File: config.mk
export PLATFORM = sky130hd
export DESIGN_NAME = three_phase_complementary_pwm
export DESIGN_NICKNAME = d
export VERILOG_FILES = /design/src/verilog/cpwm_pkg.sv /design/src/verilog/three_phase_complementary_pwm.sv
export VERILOG_INCLUDE_DIRS = /design/src /design/src/verilog
export SDC_FILE = /design/constraint.sdc
export NUM_CORES = 1
export LEC_CHECK = 0
export BUFFER_PORTS_ARGS = -buffer_cell sky130_fd_sc_hd__buf_4
export CAP_MARGIN = 20
export CORE_MARGIN = 1.5
export CORE_UTILIZATION = 35
export CTS_BUF_LIST = sky130_fd_sc_hd__clkbuf_8
export DETAILED_ROUTE_END_ITERATION = 10
export SYNTH_ARGS = -nofsm -noshare
export SYNTH_HDL_FRONTEND = slang
export SYNTH_SLANG_ARGS = --single-unit
File: constraint.sdc
create_clock -name core_clk_i -period 3 [get_ports core_clk_i]
set_input_delay 0.45 -clock core_clk_i [delete_from_list [all_inputs] [get_ports core_clk_i]]
set_output_delay 0.45 -clock core_clk_i [all_outputs]
set_load 0.01 [all_outputs]
File: src/verilog/cpwm_defs.svh
// register indexes, control fields and reset values of the complementary pwm block
`ifndef CPWM_DEFS_SVH
`define CPWM_DEFS_SVH
`define CPWM_IDX_CTRL        4'h0
`define CPWM_IDX_PEAK_CMP    4'h1
`define CPWM_IDX_P1_CMP      4'h2
`define CPWM_IDX_PEAK_BUF    4'h3
`define CPWM_IDX_P1_BUF      4'h4
`define CPWM_IDX_P2_CMP      4'h5
`define CPWM_IDX_P3_CMP      4'h6
`define CPWM_IDX_P2_BUF      4'h7
`define CPWM_IDX_P3_BUF      4'h8
`define CPWM_IDX_CNT1        4'h9
`define CPWM_IDX_CNT2        4'hA
`define CPWM_IDX_DEAD        4'hB
`define CPWM_IDX_HALF        4'hC
`define CPWM_IDX_HALF_BUF    4'hD
`define CPWM_IDX_SKIP        4'hE
`define CPWM_IDX_STATUS      4'hF
`define CPWM_CTRL_RUN        0
`define CPWM_CTRL_NODEAD     1
`define CPWM_CTRL_TOGGLE_EN  2
`define CPWM_CTRL_POS_LVL    3
`define CPWM_CTRL_NEG_LVL    4
`define CPWM_CTRL_PEAK_IE    5
`define CPWM_CTRL_TROUGH_IE  6
`define CPWM_CTRL_PRESC_LSB  7
`define CPWM_CTRL_W          9
`define CPWM_RST_CTRL        9'h000
`define CPWM_RST_PEAK        16'h0104
`define CPWM_RST_DUTY        16'h0082
`define CPWM_RST_DEAD        16'h0004
`define CPWM_RST_HALF        16'h0100
`define CPWM_RST_SKIP        4'h0
`define CPWM_RST_TOGGLE      1'b1
`endif

File: src/verilog/cpwm_pkg.sv
// types shared by the complementary pwm block
package cpwm_pkg;
  typedef enum logic {DIR_UP = 1'b0, DIR_DOWN = 1'b1} dir_t;
  typedef struct packed {
    logic carrier_toggle_out;
    logic phase1_pos_out;
    logic phase1_neg_out;
    logic phase2_pos_out;
    logic phase2_neg_out;
    logic phase3_pos_out;
    logic phase3_neg_out;
  } pwm_pins_t;
  typedef struct packed {
    logic        wr;
    logic        rd;
    logic [3:0]  addr;
    logic [15:0] wdata;
  } reg_req_t;
endpackage

File: src/verilog/three_phase_complementary_pwm.sv
// three-phase complementary pwm generator with buffered duty and carrier toggle
`timescale 1ns/1ns
`default_nettype none
`include "cpwm_defs.svh"
module three_phase_complementary_pwm (
  input  wire logic                core_clk_i,
  input  wire logic                rst_n_i,
  input  wire cpwm_pkg::reg_req_t  req_i,
  output logic [15:0]              rdata_o,
  output cpwm_pkg::pwm_pins_t      pwm_o,
  output logic                     peak_irq_o,
  output logic                     trough_irq_o,
  output logic                     adc_trig_o
);
  function automatic logic pin_level(input logic act, input logic act_high);
    pin_level = act ? act_high : ~act_high;
  endfunction

  function automatic logic [5:0] presc_mask(input logic [1:0] sel);
    case (sel)
      2'h0:    presc_mask = 6'h00;
      2'h1:    presc_mask = 6'h03;
      2'h2:    presc_mask = 6'h0F;
      default: presc_mask = 6'h3F;
    endcase
  endfunction

  logic [`CPWM_CTRL_W-1:0] ctrl_r, ctrl_nxt;
  logic [15:0] peak_r, peak_nxt, peak_buf_r, peak_buf_nxt;
  logic [15:0] half_r, half_nxt, half_buf_r, half_buf_nxt, dead_r, dead_nxt;
  logic [15:0] cnt1_r, cnt1_nxt, cnt2_r, cnt2_nxt;
  logic [15:0] cmp_r [3], cmp_nxt [3], buf_r [3], buf_nxt [3];
  logic [15:0] stage_r [3], stage_nxt [3];
  logic [3:0]  skip_r, skip_nxt, skip_cnt_r, skip_cnt_nxt;
  logic [5:0]  div_r, div_nxt;
  logic [15:0] rdata_nxt;
  logic        armed_r, armed_nxt, tog_r, tog_nxt;
  cpwm_pkg::dir_t dir1_r, dir1_nxt, dir2_r, dir2_nxt;
  logic        running, tick, peak_evt, trough_evt, start_evt, arm, xfer;
  logic        wr_run, wr_idle, adc_nxt, adc_r;

  assign running    = ctrl_r[`CPWM_CTRL_RUN];
  assign tick       = running && ((div_r & presc_mask(ctrl_r[`CPWM_CTRL_PRESC_LSB +: 2])) == 6'h00);
  assign peak_evt   = tick && dir1_r == cpwm_pkg::DIR_UP && cnt1_r >= peak_r;
  assign trough_evt = tick && dir1_r == cpwm_pkg::DIR_DOWN && cnt1_r <= dead_r;
  assign start_evt  = req_i.wr && req_i.addr == `CPWM_IDX_CTRL && req_i.wdata[`CPWM_CTRL_RUN] && !running;
  assign wr_run     = req_i.wr && running;
  assign wr_idle    = req_i.wr && !running;
  assign arm        = req_i.wr && req_i.addr == `CPWM_IDX_P3_BUF;
  assign xfer       = armed_r && (peak_evt || trough_evt);

  always_comb begin
    ctrl_nxt     = ctrl_r;
    peak_nxt     = peak_r;
    peak_buf_nxt = peak_buf_r;
    half_nxt     = half_r;
    half_buf_nxt = half_buf_r;
    dead_nxt     = dead_r;
    cnt1_nxt     = cnt1_r;
    cnt2_nxt     = cnt2_r;
    dir1_nxt     = dir1_r;
    dir2_nxt     = dir2_r;
    skip_nxt     = skip_r;
    skip_cnt_nxt = skip_cnt_r;
    tog_nxt      = tog_r;
    armed_nxt    = armed_r;
    adc_nxt      = 1'b0;
    div_nxt      = running ? div_r + 6'h01 : 6'h00;
    for (int i = 0; i < 3; i++) begin
      cmp_nxt[i]   = cmp_r[i];
      buf_nxt[i]   = buf_r[i];
      stage_nxt[i] = stage_r[i];
    end
    if (req_i.wr) begin
      case (req_i.addr)
        `CPWM_IDX_CTRL:     ctrl_nxt = req_i.wdata[`CPWM_CTRL_W-1:0];
        `CPWM_IDX_PEAK_BUF: peak_buf_nxt = req_i.wdata;
        `CPWM_IDX_P1_BUF:   buf_nxt[0] = req_i.wdata;
        `CPWM_IDX_P2_BUF:   buf_nxt[1] = req_i.wdata;
        `CPWM_IDX_P3_BUF:   buf_nxt[2] = req_i.wdata;
        `CPWM_IDX_DEAD:     dead_nxt = req_i.wdata;
        `CPWM_IDX_HALF_BUF: half_buf_nxt = req_i.wdata;
        `CPWM_IDX_SKIP:     skip_nxt = req_i.wdata[3:0];
        default: ;
      endcase
    end
    if (wr_idle) begin
      case (req_i.addr)
        `CPWM_IDX_PEAK_CMP: peak_nxt = req_i.wdata;
        `CPWM_IDX_P1_CMP:   cmp_nxt[0] = req_i.wdata;
        `CPWM_IDX_P2_CMP:   cmp_nxt[1] = req_i.wdata;
        `CPWM_IDX_P3_CMP:   cmp_nxt[2] = req_i.wdata;
        `CPWM_IDX_CNT1:     cnt1_nxt = req_i.wdata;
        `CPWM_IDX_CNT2:     cnt2_nxt = req_i.wdata;
        `CPWM_IDX_HALF:     half_nxt = req_i.wdata;
        default: ;
      endcase
    end
    if (tick) begin
      if (peak_evt) begin
        dir1_nxt = cpwm_pkg::DIR_DOWN;
        cnt1_nxt = cnt1_r - 16'h0001;
      end else if (trough_evt) begin
        dir1_nxt = cpwm_pkg::DIR_UP;
        cnt1_nxt = cnt1_r + 16'h0001;
      end else begin
        cnt1_nxt = (dir1_r == cpwm_pkg::DIR_UP) ? cnt1_r + 16'h0001 : cnt1_r - 16'h0001;
      end
      if (dir2_r == cpwm_pkg::DIR_UP && cnt2_r >= half_r) begin
        dir2_nxt = cpwm_pkg::DIR_DOWN;
        cnt2_nxt = cnt2_r - 16'h0001;
      end else if (dir2_r == cpwm_pkg::DIR_DOWN && cnt2_r == 16'h0000) begin
        dir2_nxt = cpwm_pkg::DIR_UP;
        cnt2_nxt = cnt2_r + 16'h0001;
      end else begin
        cnt2_nxt = (dir2_r == cpwm_pkg::DIR_UP) ? cnt2_r + 16'h0001 : cnt2_r - 16'h0001;
      end
    end
    if (peak_evt || trough_evt) begin
      half_nxt = half_buf_r;
      peak_nxt = peak_buf_r;
      if (ctrl_r[`CPWM_CTRL_TOGGLE_EN]) begin
        tog_nxt = ~tog_r;
      end
    end
    if (trough_evt) begin
      if (skip_cnt_r >= skip_r) begin
        skip_cnt_nxt = 4'h0;
        adc_nxt      = 1'b1;
      end else begin
        skip_cnt_nxt = skip_cnt_r + 4'h1;
      end
    end
    if (xfer) begin
      for (int i = 0; i < 3; i++) begin
        cmp_nxt[i] = stage_r[i];
      end
    end
    if (arm) begin
      stage_nxt[0] = buf_r[0];
      stage_nxt[1] = buf_r[1];
      stage_nxt[2] = req_i.wdata;
    end
    armed_nxt = arm ? 1'b1 : (xfer ? 1'b0 : armed_r);
    // counters start at dead and zero
    if (start_evt) begin
      cnt1_nxt     = dead_r;
      cnt2_nxt     = 16'h0000;
      dir1_nxt     = cpwm_pkg::DIR_UP;
      dir2_nxt     = cpwm_pkg::DIR_UP;
      skip_cnt_nxt = 4'h0;
    end
    rdata_nxt = rdata_o;
    if (req_i.rd) begin
      case (req_i.addr)
        `CPWM_IDX_CTRL:     rdata_nxt = {{(16 - `CPWM_CTRL_W){1'b0}}, ctrl_r};
        `CPWM_IDX_PEAK_CMP: rdata_nxt = peak_r;
        `CPWM_IDX_P1_CMP:   rdata_nxt = cmp_r[0];
        `CPWM_IDX_PEAK_BUF: rdata_nxt = peak_buf_r;
        `CPWM_IDX_P1_BUF:   rdata_nxt = buf_r[0];
        `CPWM_IDX_P2_CMP:   rdata_nxt = cmp_r[1];
        `CPWM_IDX_P3_CMP:   rdata_nxt = cmp_r[2];
        `CPWM_IDX_P2_BUF:   rdata_nxt = buf_r[1];
        `CPWM_IDX_P3_BUF:   rdata_nxt = buf_r[2];
        `CPWM_IDX_CNT1:     rdata_nxt = cnt1_r;
        `CPWM_IDX_CNT2:     rdata_nxt = cnt2_r;
        `CPWM_IDX_DEAD:     rdata_nxt = dead_r;
        `CPWM_IDX_HALF:     rdata_nxt = half_r;
        `CPWM_IDX_HALF_BUF: rdata_nxt = half_buf_r;
        `CPWM_IDX_SKIP:     rdata_nxt = {12'h000, skip_r};
        default:            rdata_nxt = {11'h000, tog_r, dir2_r, dir1_r, armed_r, running};
      endcase
    end
  end

  always_ff @(posedge core_clk_i or negedge rst_n_i) begin
    if (!rst_n_i) begin
      ctrl_r     <= `CPWM_RST_CTRL;
      peak_r     <= `CPWM_RST_PEAK;
      peak_buf_r <= `CPWM_RST_PEAK;
      half_r     <= `CPWM_RST_HALF;
      half_buf_r <= `CPWM_RST_HALF;
      dead_r     <= `CPWM_RST_DEAD;
      cnt1_r     <= `CPWM_RST_DEAD;
      cnt2_r     <= 16'h0000;
      dir1_r     <= cpwm_pkg::DIR_UP;
      dir2_r     <= cpwm_pkg::DIR_UP;
      skip_r     <= `CPWM_RST_SKIP;
      skip_cnt_r <= 4'h0;
      tog_r      <= `CPWM_RST_TOGGLE;
      armed_r    <= 1'b0;
      adc_r      <= 1'b0;
      div_r      <= 6'h00;
      rdata_o    <= 16'h0000;
      for (int i = 0; i < 3; i++) begin
        cmp_r[i]   <= `CPWM_RST_DUTY;
        buf_r[i]   <= `CPWM_RST_DUTY;
        stage_r[i] <= `CPWM_RST_DUTY;
      end
    end else begin
      ctrl_r     <= ctrl_nxt;
      peak_r     <= peak_nxt;
      peak_buf_r <= peak_buf_nxt;
      half_r     <= half_nxt;
      half_buf_r <= half_buf_nxt;
      dead_r     <= dead_nxt;
      cnt1_r     <= cnt1_nxt;
      cnt2_r     <= cnt2_nxt;
      dir1_r     <= dir1_nxt;
      dir2_r     <= dir2_nxt;
      skip_r     <= skip_nxt;
      skip_cnt_r <= skip_cnt_nxt;
      tog_r      <= tog_nxt;
      armed_r    <= armed_nxt;
      adc_r      <= adc_nxt;
      div_r      <= div_nxt;
      rdata_o    <= rdata_nxt;
      for (int i = 0; i < 3; i++) begin
        cmp_r[i]   <= cmp_nxt[i];
        buf_r[i]   <= buf_nxt[i];
        stage_r[i] <= stage_nxt[i];
      end
    end
  end

  // per-phase dead-time insertion
  logic [15:0] hold_r [3], hold_nxt [3];
  logic [2:0]  raw_r, raw_nxt, pos_act, neg_act;
  always_comb begin
    for (int i = 0; i < 3; i++) begin
      raw_nxt[i]  = running && (cnt2_r >= cmp_r[i]) && (cmp_r[i] < peak_r);
      hold_nxt[i] = (raw_nxt[i] != raw_r[i]) ? 16'h0000 :
                    ((hold_r[i] == 16'hFFFF) ? hold_r[i] : hold_r[i] + 16'h0001);
      // turn-on waits out the dead time
      pos_act[i]  = raw_r[i] && (ctrl_r[`CPWM_CTRL_NODEAD] || hold_r[i] >= dead_r);
      neg_act[i]  = running && !raw_r[i] && (ctrl_r[`CPWM_CTRL_NODEAD] || hold_r[i] >= dead_r);
    end
  end
  always_ff @(posedge core_clk_i or negedge rst_n_i) begin
    if (!rst_n_i) begin
      raw_r <= 3'h0;
      for (int i = 0; i < 3; i++) begin
        hold_r[i] <= 16'h0000;
      end
    end else begin
      raw_r <= raw_nxt;
      for (int i = 0; i < 3; i++) begin
        hold_r[i] <= hold_nxt[i];
      end
    end
  end

  assign pwm_o.carrier_toggle_out = tog_r;
  assign pwm_o.phase1_pos_out     = pin_level(pos_act[0], ctrl_r[`CPWM_CTRL_POS_LVL]);
  assign pwm_o.phase1_neg_out     = pin_level(neg_act[0], ctrl_r[`CPWM_CTRL_NEG_LVL]);
  assign pwm_o.phase2_pos_out     = pin_level(pos_act[1], ctrl_r[`CPWM_CTRL_POS_LVL]);
  assign pwm_o.phase2_neg_out     = pin_level(neg_act[1], ctrl_r[`CPWM_CTRL_NEG_LVL]);
  assign pwm_o.phase3_pos_out     = pin_level(pos_act[2], ctrl_r[`CPWM_CTRL_POS_LVL]);
  assign pwm_o.phase3_neg_out     = pin_level(neg_act[2], ctrl_r[`CPWM_CTRL_NEG_LVL]);
  assign peak_irq_o   = peak_evt && ctrl_r[`CPWM_CTRL_PEAK_IE];
  assign trough_irq_o = trough_evt && ctrl_r[`CPWM_CTRL_TROUGH_IE];
  assign adc_trig_o   = adc_r;
endmodule // three_phase_complementary_pwm
`default_nettype wire

# Word level (Yosys, flattened, before mapping)
# Cells that the tools add are included.
# W data, S select, Z words.
[classes]
bitwise = 6
reduce_logical = 75
mux = 55
eq_ne = 25
n_lt_le_gt_ge = 13
n_addsub = 9
[op_table]
columns = ["operator", "count"]
rows = [
  ["$mux W16", 29],
  ["$pmux W16 S15", 1],
  ["$ge A16 B16 Y1", 8],
  ["$mux W48", 2],
  ["$add A16 B1 Y16 const B", 5],
  ["$eq A16 B16 Y1 const B", 3],
  ["$lt A16 B16 Y1", 3],
  ["$reduce_and A2 Y1", 18],
  ["$sub A16 B1 Y16 const B", 2],
  ["$logic_and A1 B1 Y1", 30],
  ["$eq A4 B4 Y1 const B", 7],
  ["$reduce_bool A2 Y1", 10],
  ["$mux W1", 18],
  ["$pmux W6 S3", 1],
  ["$eq A4 B3 Y1 const B", 4],
  ["$le A16 B16 Y1", 1],
  ["$logic_not A16 Y1", 1],
  ["$reduce_bool A3 Y1", 5],
  ["$mux W4", 3],
  ["$eq A4 B2 Y1 const B", 2],
  ["$add A6 B1 Y6 const B", 1],
  ["$and A6 B6 Y6", 1],
  ["$logic_not A6 Y1", 1],
  ["$mux W6", 1],
  ["12 further kinds", 26],
]
[totals]
output_inout_bits = 26
inputBits = 24
elab_cells = 213
reg_bits = 351

# Depth between registers and ports, before layout
[depth]
ltp_word = 11
depth_mapped = 14

# Least setup slack after synthesis
# Ideal clock, no wire load.
[synth_path]
kind = "flip-flop to flip-flop"
from = "register cnt1_r[0]"
to = "register cnt1_r[8]"
n_path_buf = 3
setup_time_ns = 0.137
t_arrival_ns = 2.997
stages_incl_launch_ff = 15
t_required_ns = 2.863
path_slack_ns = -0.134
cell_sequence = "dfrtp_1 -> clkbuf_1 -> inv_1 -> ha_1 -> nand4_1 -> or4_4 -> and2_4 -> a211oi_4 -> a21boi_2 -> or2_0 -> buf_6 -> buf_2 -> a32oi_1 -> xor2_1 -> a21oi_1"
[synth_via]
elab_chain_len = 6
elab_cells_between_ends = 11
cone_classes = "add/sub: 2; order compare: 2; mux: 5; reduce/logical: 2"
[synth_lines]
columns = ["element", "line_no", "text"]
rows = [
  ["start: declaration", "three_phase_complementary_pwm.sv:31", "logic [15:0] cnt1_r, cnt1_nxt, cnt2_r, cnt2_nxt;"],
  ["start signal: assignment", "three_phase_complementary_pwm.sv:184", "cnt1_r <= `CPWM_RST_DEAD;"],
  ["start signal: assignment", "three_phase_complementary_pwm.sv:207", "cnt1_r <= cnt1_nxt;"],
  ["$add A16 B1 Y16 (tied with other cells)", "three_phase_complementary_pwm.sv:105, three_phase_complementary_pwm.sv:107", ""],
  ["$mux W16 or $logic_and A1 B1 Y1 (tied branches)", "three_phase_complementary_pwm.sv:107, three_phase_complementary_pwm.sv:45", ""],
  ["$mux W16", "three_phase_complementary_pwm.sv:103", "end else if (trough_evt) begin"],
  ["$mux W16 *", "three_phase_complementary_pwm.sv:100", "if (peak_evt) begin"],
  ["$mux W16 *", "three_phase_complementary_pwm.sv:99", "if (tick) begin"],
  ["$mux W16 *", "three_phase_complementary_pwm.sv:146", "if (start_evt) begin"],
]
# Mark *: on every way between the ends. The rest lies on a longest branch, timed or not.
# A chain may end at the register's enable or synchronous reset.

# Worst setup path in the final report
[layout_path]
from = "register dead_r[2]"
to = "output trough_irq_o"
[layout_via]
elab_chain_len = 3
[layout_lines]
columns = ["element", "line_no", "text"]
rows = [
  ["start: declaration", "three_phase_complementary_pwm.sv:30", "logic [15:0] half_r, half_nxt, half_buf_r, half_buf_nxt, dead_r, dead_nxt;"],
  ["start signal: assignment", "three_phase_complementary_pwm.sv:183", "dead_r <= `CPWM_RST_DEAD;"],
  ["start signal: assignment", "three_phase_complementary_pwm.sv:206", "dead_r <= dead_nxt;"],
  ["$le A16 B16 Y1", "three_phase_complementary_pwm.sv:45", "assign trough_evt = tick && dir1_r == cpwm_pkg::DIR_DOWN && cnt1_r <= dead_r;"],
  ["$logic_and A1 B1 Y1", "three_phase_complementary_pwm.sv:45", ""],
  ["$logic_and A1 B1 Y1", "three_phase_complementary_pwm.sv:261", "assign trough_irq_o = trough_evt && ctrl_r[`CPWM_CTRL_TROUGH_IE];"],
  ["end: declaration", "three_phase_complementary_pwm.sv:12", "output logic trough_irq_o,"],
]
# No other way between the ends.

==> results.md <==
* Internal power at 0.01518 W
* CORE AREA at 59,240 sq um
* Initial antenna violation count at 2
* Length of routed met2 wiring at 36.28 mm
* Top sig layer: met4
* Commonest cells post-synth: dfrtp_1 (310), nor2_1 (227), ha_1 (203), a21oi_1 (147), mux2_2 (135)
* Flop pwr share at 0.294
* Layout Nets at 2,645
* Hold crit path type: input port to flop
* Total track usage at 0.2609
* CP dominant cell by count: buf_6
* Routed vias/inst at 5.907
* Syn-to-layout area delta at 29.37%
* Setup Crit Path Kind: flop to output port
* Clock Latency Late Sink at 710 ps
* Root buf cell: clkbuf_8
* Clock slew at reported path FFs at 60 ps
* Pre-CTS setup slack at -185.5 ps
* Syn Nets at 2,375
* Synth Register Bits at 335
* Synth Cell Area at 21,020 sq um
* Grt total ovfl at 0
* Top-level port count at 50
* Max clock buf depth at 3
* CP endpoint kind: output port
* Residual DRC at 4
* Sw frac at 0.4297
* Max frequency at 279.5 MHz
* Lkg Pwr at 12.91 nW
* Clk pwr share at 0.179
* Worst setup SP type: flop
* Worst EP arrival at 3130 ps
* Fillcell total at 5,563
* Ys flop type: dfrtp_1
* Largest net degree at the start of global routing at 79
* Sum of negative setup slack at -40,470 ps
* Routed Wire Length at 82.43 mm
* CTS tree: yes
* Cell Rows at 89
* Tmin final at 3577 ps
* DR vias at 19,150
* First-pass GRT wire length at 119.5 mm
* Worst Slack Setup Final at -577.3 ps
* Final Hold Violating Endpoints at 0
* H-Tree Depth at 2
* Tcrit/Tclk final at 1.192
* Die ar. at 61,540 sq um
* Post-synth ARST share at 1.000
* Slew of the pin with the lowest slew margin at 1099 ps
* Cells after Synth at 2,148
* Library cells used by synthesis at 73
* Final setup violation count at 111
* Initial Utilization at 0.3548
* Metal1 wirelength at 34.40 mm
* Largest area contributor in the netlist: dfrtp_1
* Synthesized area per cell at 9.787 sq um
* DR pass1 iterations at 9
* Critical Path Fanout Max at 3
* RD Place Congestion at 0.9565
* Failing checks: design-rule violations, negative setup slack
* Worst rel slew slack at 0.2615
* Combinational power share at 0.528
* Area contributors post-synth: dfrtp_1 (37%), ha_1 (12%), mux2_2 (7.2%)
* Routed len/inst at 25.43 um
* Post-DRT Antenna Nets at 0
* Max-slew violation count at 0
* Unrepaired setup endpoints after global routing: true
* DR WL met3 at 7.256 mm
* Vias in the first global route at 18,700
* Final Skew at 68.43 ps
* Status: finished, violations left
* Most common cell in the netlist: dfrtp_1
* Dpl hpwl at 56.85 mm
* Yosys top cell area share at 0.3690
* P per Cell Area at 978.6 nW/um^2
* Layout cells sized above 1 at 0.3274
* Slowest CP cell: or4_4
* MaxCap Viol Count at 0
* P_sw at 0.01144 W
* CTS Buf Count at 61
* Iteration-0 DRC Markers at 2,181
* Worst EP required at 2550 ps
* Cells along the critical path: inv_2 -> ha_4 -> nand4_1 -> or4_4 -> and2_4 -> a211oi_4 -> buf_4 -> nand3_4 -> buf_6 -> nor2_4 -> buf_6
* Yosys warnings at 0
* Die Wd at 248.1 um
* VDD IR-drop max at 0.4548 mV
* Register area share after synthesis at 0.4003
* Die height at 248.1 um
* Delay of the slowest cell on the worst path at 580 ps
* Number of synthesized flops with an enable pin at 0
* IO Port Bufs at 49
* CTS sink count at 335
==> metal layers <==
| metal | track usage | vias to the layer above |
|---|---|---|
| li1 | - | 8424 |
| met1 | 0.3539 | 9536 |
| met2 | 0.4088 | 939 |
| met3 | 0.04816 | 253 |
| met4 | 0.1062 | 0 |
| met5 | 0 | - |
==> state kept, by name, summed over array words and instances, names as in the netlist, 16 cells and up <==
register,count
peak_r,16
hold_r,48
half_r,16
half_buf_r,16
stage_r,32
cnt1_r,16
cnt2_r,16
rdata_o,16
buf_r,48
cmp_r,48
peak_buf_r,16
dead_r,16
==> per-stage QoR <==
step | hold slack, ps | instance area, sq um | util | cells | total power [W]
after floorplan | 154.4 | 21090 | - | 2148 | 0.01401
after global placement | 485.5 | 23700 | 0.4000 | 3070 | 0.01871
after detailed placement | 489.1 | 23700 | 0.4000 | 3070 | 0.01907
after CTS | 112.9 | 25840 | 0.4363 | 3209 | 0.02475
after global routing | 155.5 | 27190 | 0.4590 | 3242 | 0.02824
final | 156.7 | 27190 | 0.4590 | 3242 | 0.02661
==> path summary, 6_finish.rpt <==
check                                           from               endpoint  slack, ps  cells past startpoint
min                                        req_i[15]  buf_r[47]$_DFFE_PN0P_        160                      2
min reg2reg                peak_buf_r[8]$_DFFE_PN1P_  peak_r[8]$_DFFE_PN1P_        480                      2
max reg2reg                    dead_r[2]$_DFFE_PN1P_  cmp_r[36]$_DFFE_PN0P_       -570                     18
max in group asynchronous                    rst_n_i  buf_r[33]$_DFFE_PN1P_       1680                      3
min in group asynchronous                    rst_n_i  buf_r[25]$_DFFE_PN0P_        310                      2
max                            dead_r[2]$_DFFE_PN1P_           trough_irq_o       -580                     11
==> what timing repair did <==
action | CTS | global route
hold buffers | 1 | 0
pin swaps | 46 | 67
setup endpoints to repair | 103 | 165
resized for setup | 92 | 238
buffers inserted | 17 | 24
hold endpoints to repair | 67 | 0
cloned | 8 | 15
==> critical path, delay by kind of cell (launching register included) <==
kind / cells / cell delay, ps
buffers and inverters: 4 / 460
and+or+nand+nor: 5 / 1000
DFF: 1 / 540
AOI/OAI and AO/OA: 1 / 180
adders and majority gates: 1 / 250
==> power by group through the flow <==
stage	combinational, W	sequential (W)	clock (W)
final	0.0140	0.00782	0.00476
after global routing	0.0152	0.00795	0.00505
after CTS	0.0123	0.00765	0.00484
after detailed placement	0.0114	0.00768	0
after global placement	0.0111	0.00764	0
after floorplan	0.00669	0.00731	0
==> layout by cell type, fill, tap and decap left out, types with 9 or more instances in the layout <==
master,synthesis,routed
xnor2_1,30,29
a21oi_2,0,51
dfstp_2,25,25
a221oi_1,41,39
or3_1,11,11
dfrtp_1,310,305
nand2b_1,23,17
clkinv_2,0,14
nor2_1,227,163
clkbuf_16,0,9
a41oi_1,12,12
nor3_1,33,24
o21ai_1,4,14
nor3_2,0,9
nor2b_1,15,14
and3_1,17,17
a222oi_1,12,12
a21o_1,41,41
nor2_4,0,38
inv_2,0,12
ha_1,203,180
a211oi_1,18,11
nor2_2,0,26
buf_4,1,252
nand4_1,36,36
ha_4,0,22
o211ai_1,15,15
inv_1,125,127
clkbuf_8,0,79
a22o_1,25,25
buf_6,6,29
nand3_1,48,48
mux2_2,135,135
xor2_1,38,34
nand2_1,112,110
mux2i_1,91,91
a22oi_1,31,31
a21oi_1,147,90
buf_12,0,14
o21ai_0,91,77
==> cell type report <==
type                    count  area [sq um]  share of cell area
multi-input cells        1578         13000              0.4780
flip-flops and latches    335          8421              0.3096
repair buffers            317          3004              0.1105
clock buffers              79          1087             0.03998
well taps                 773         967.2             0.03556
inverters                 125         471.7             0.01735
clock inverters            34         241.5            0.008880
diodes                      1         2.502          0.00009202
==> cell families after synthesis <==
group           Yosys count  synth area share
compound gates          509            0.1622
xor+xnor                 68           0.02833
fa+ha+maj               203            0.1208
buf+inv                 236           0.04476
flops                   335            0.4003
mux                     226            0.1156
simple gates            571            0.1280
(Power assumes the default switching activity.)
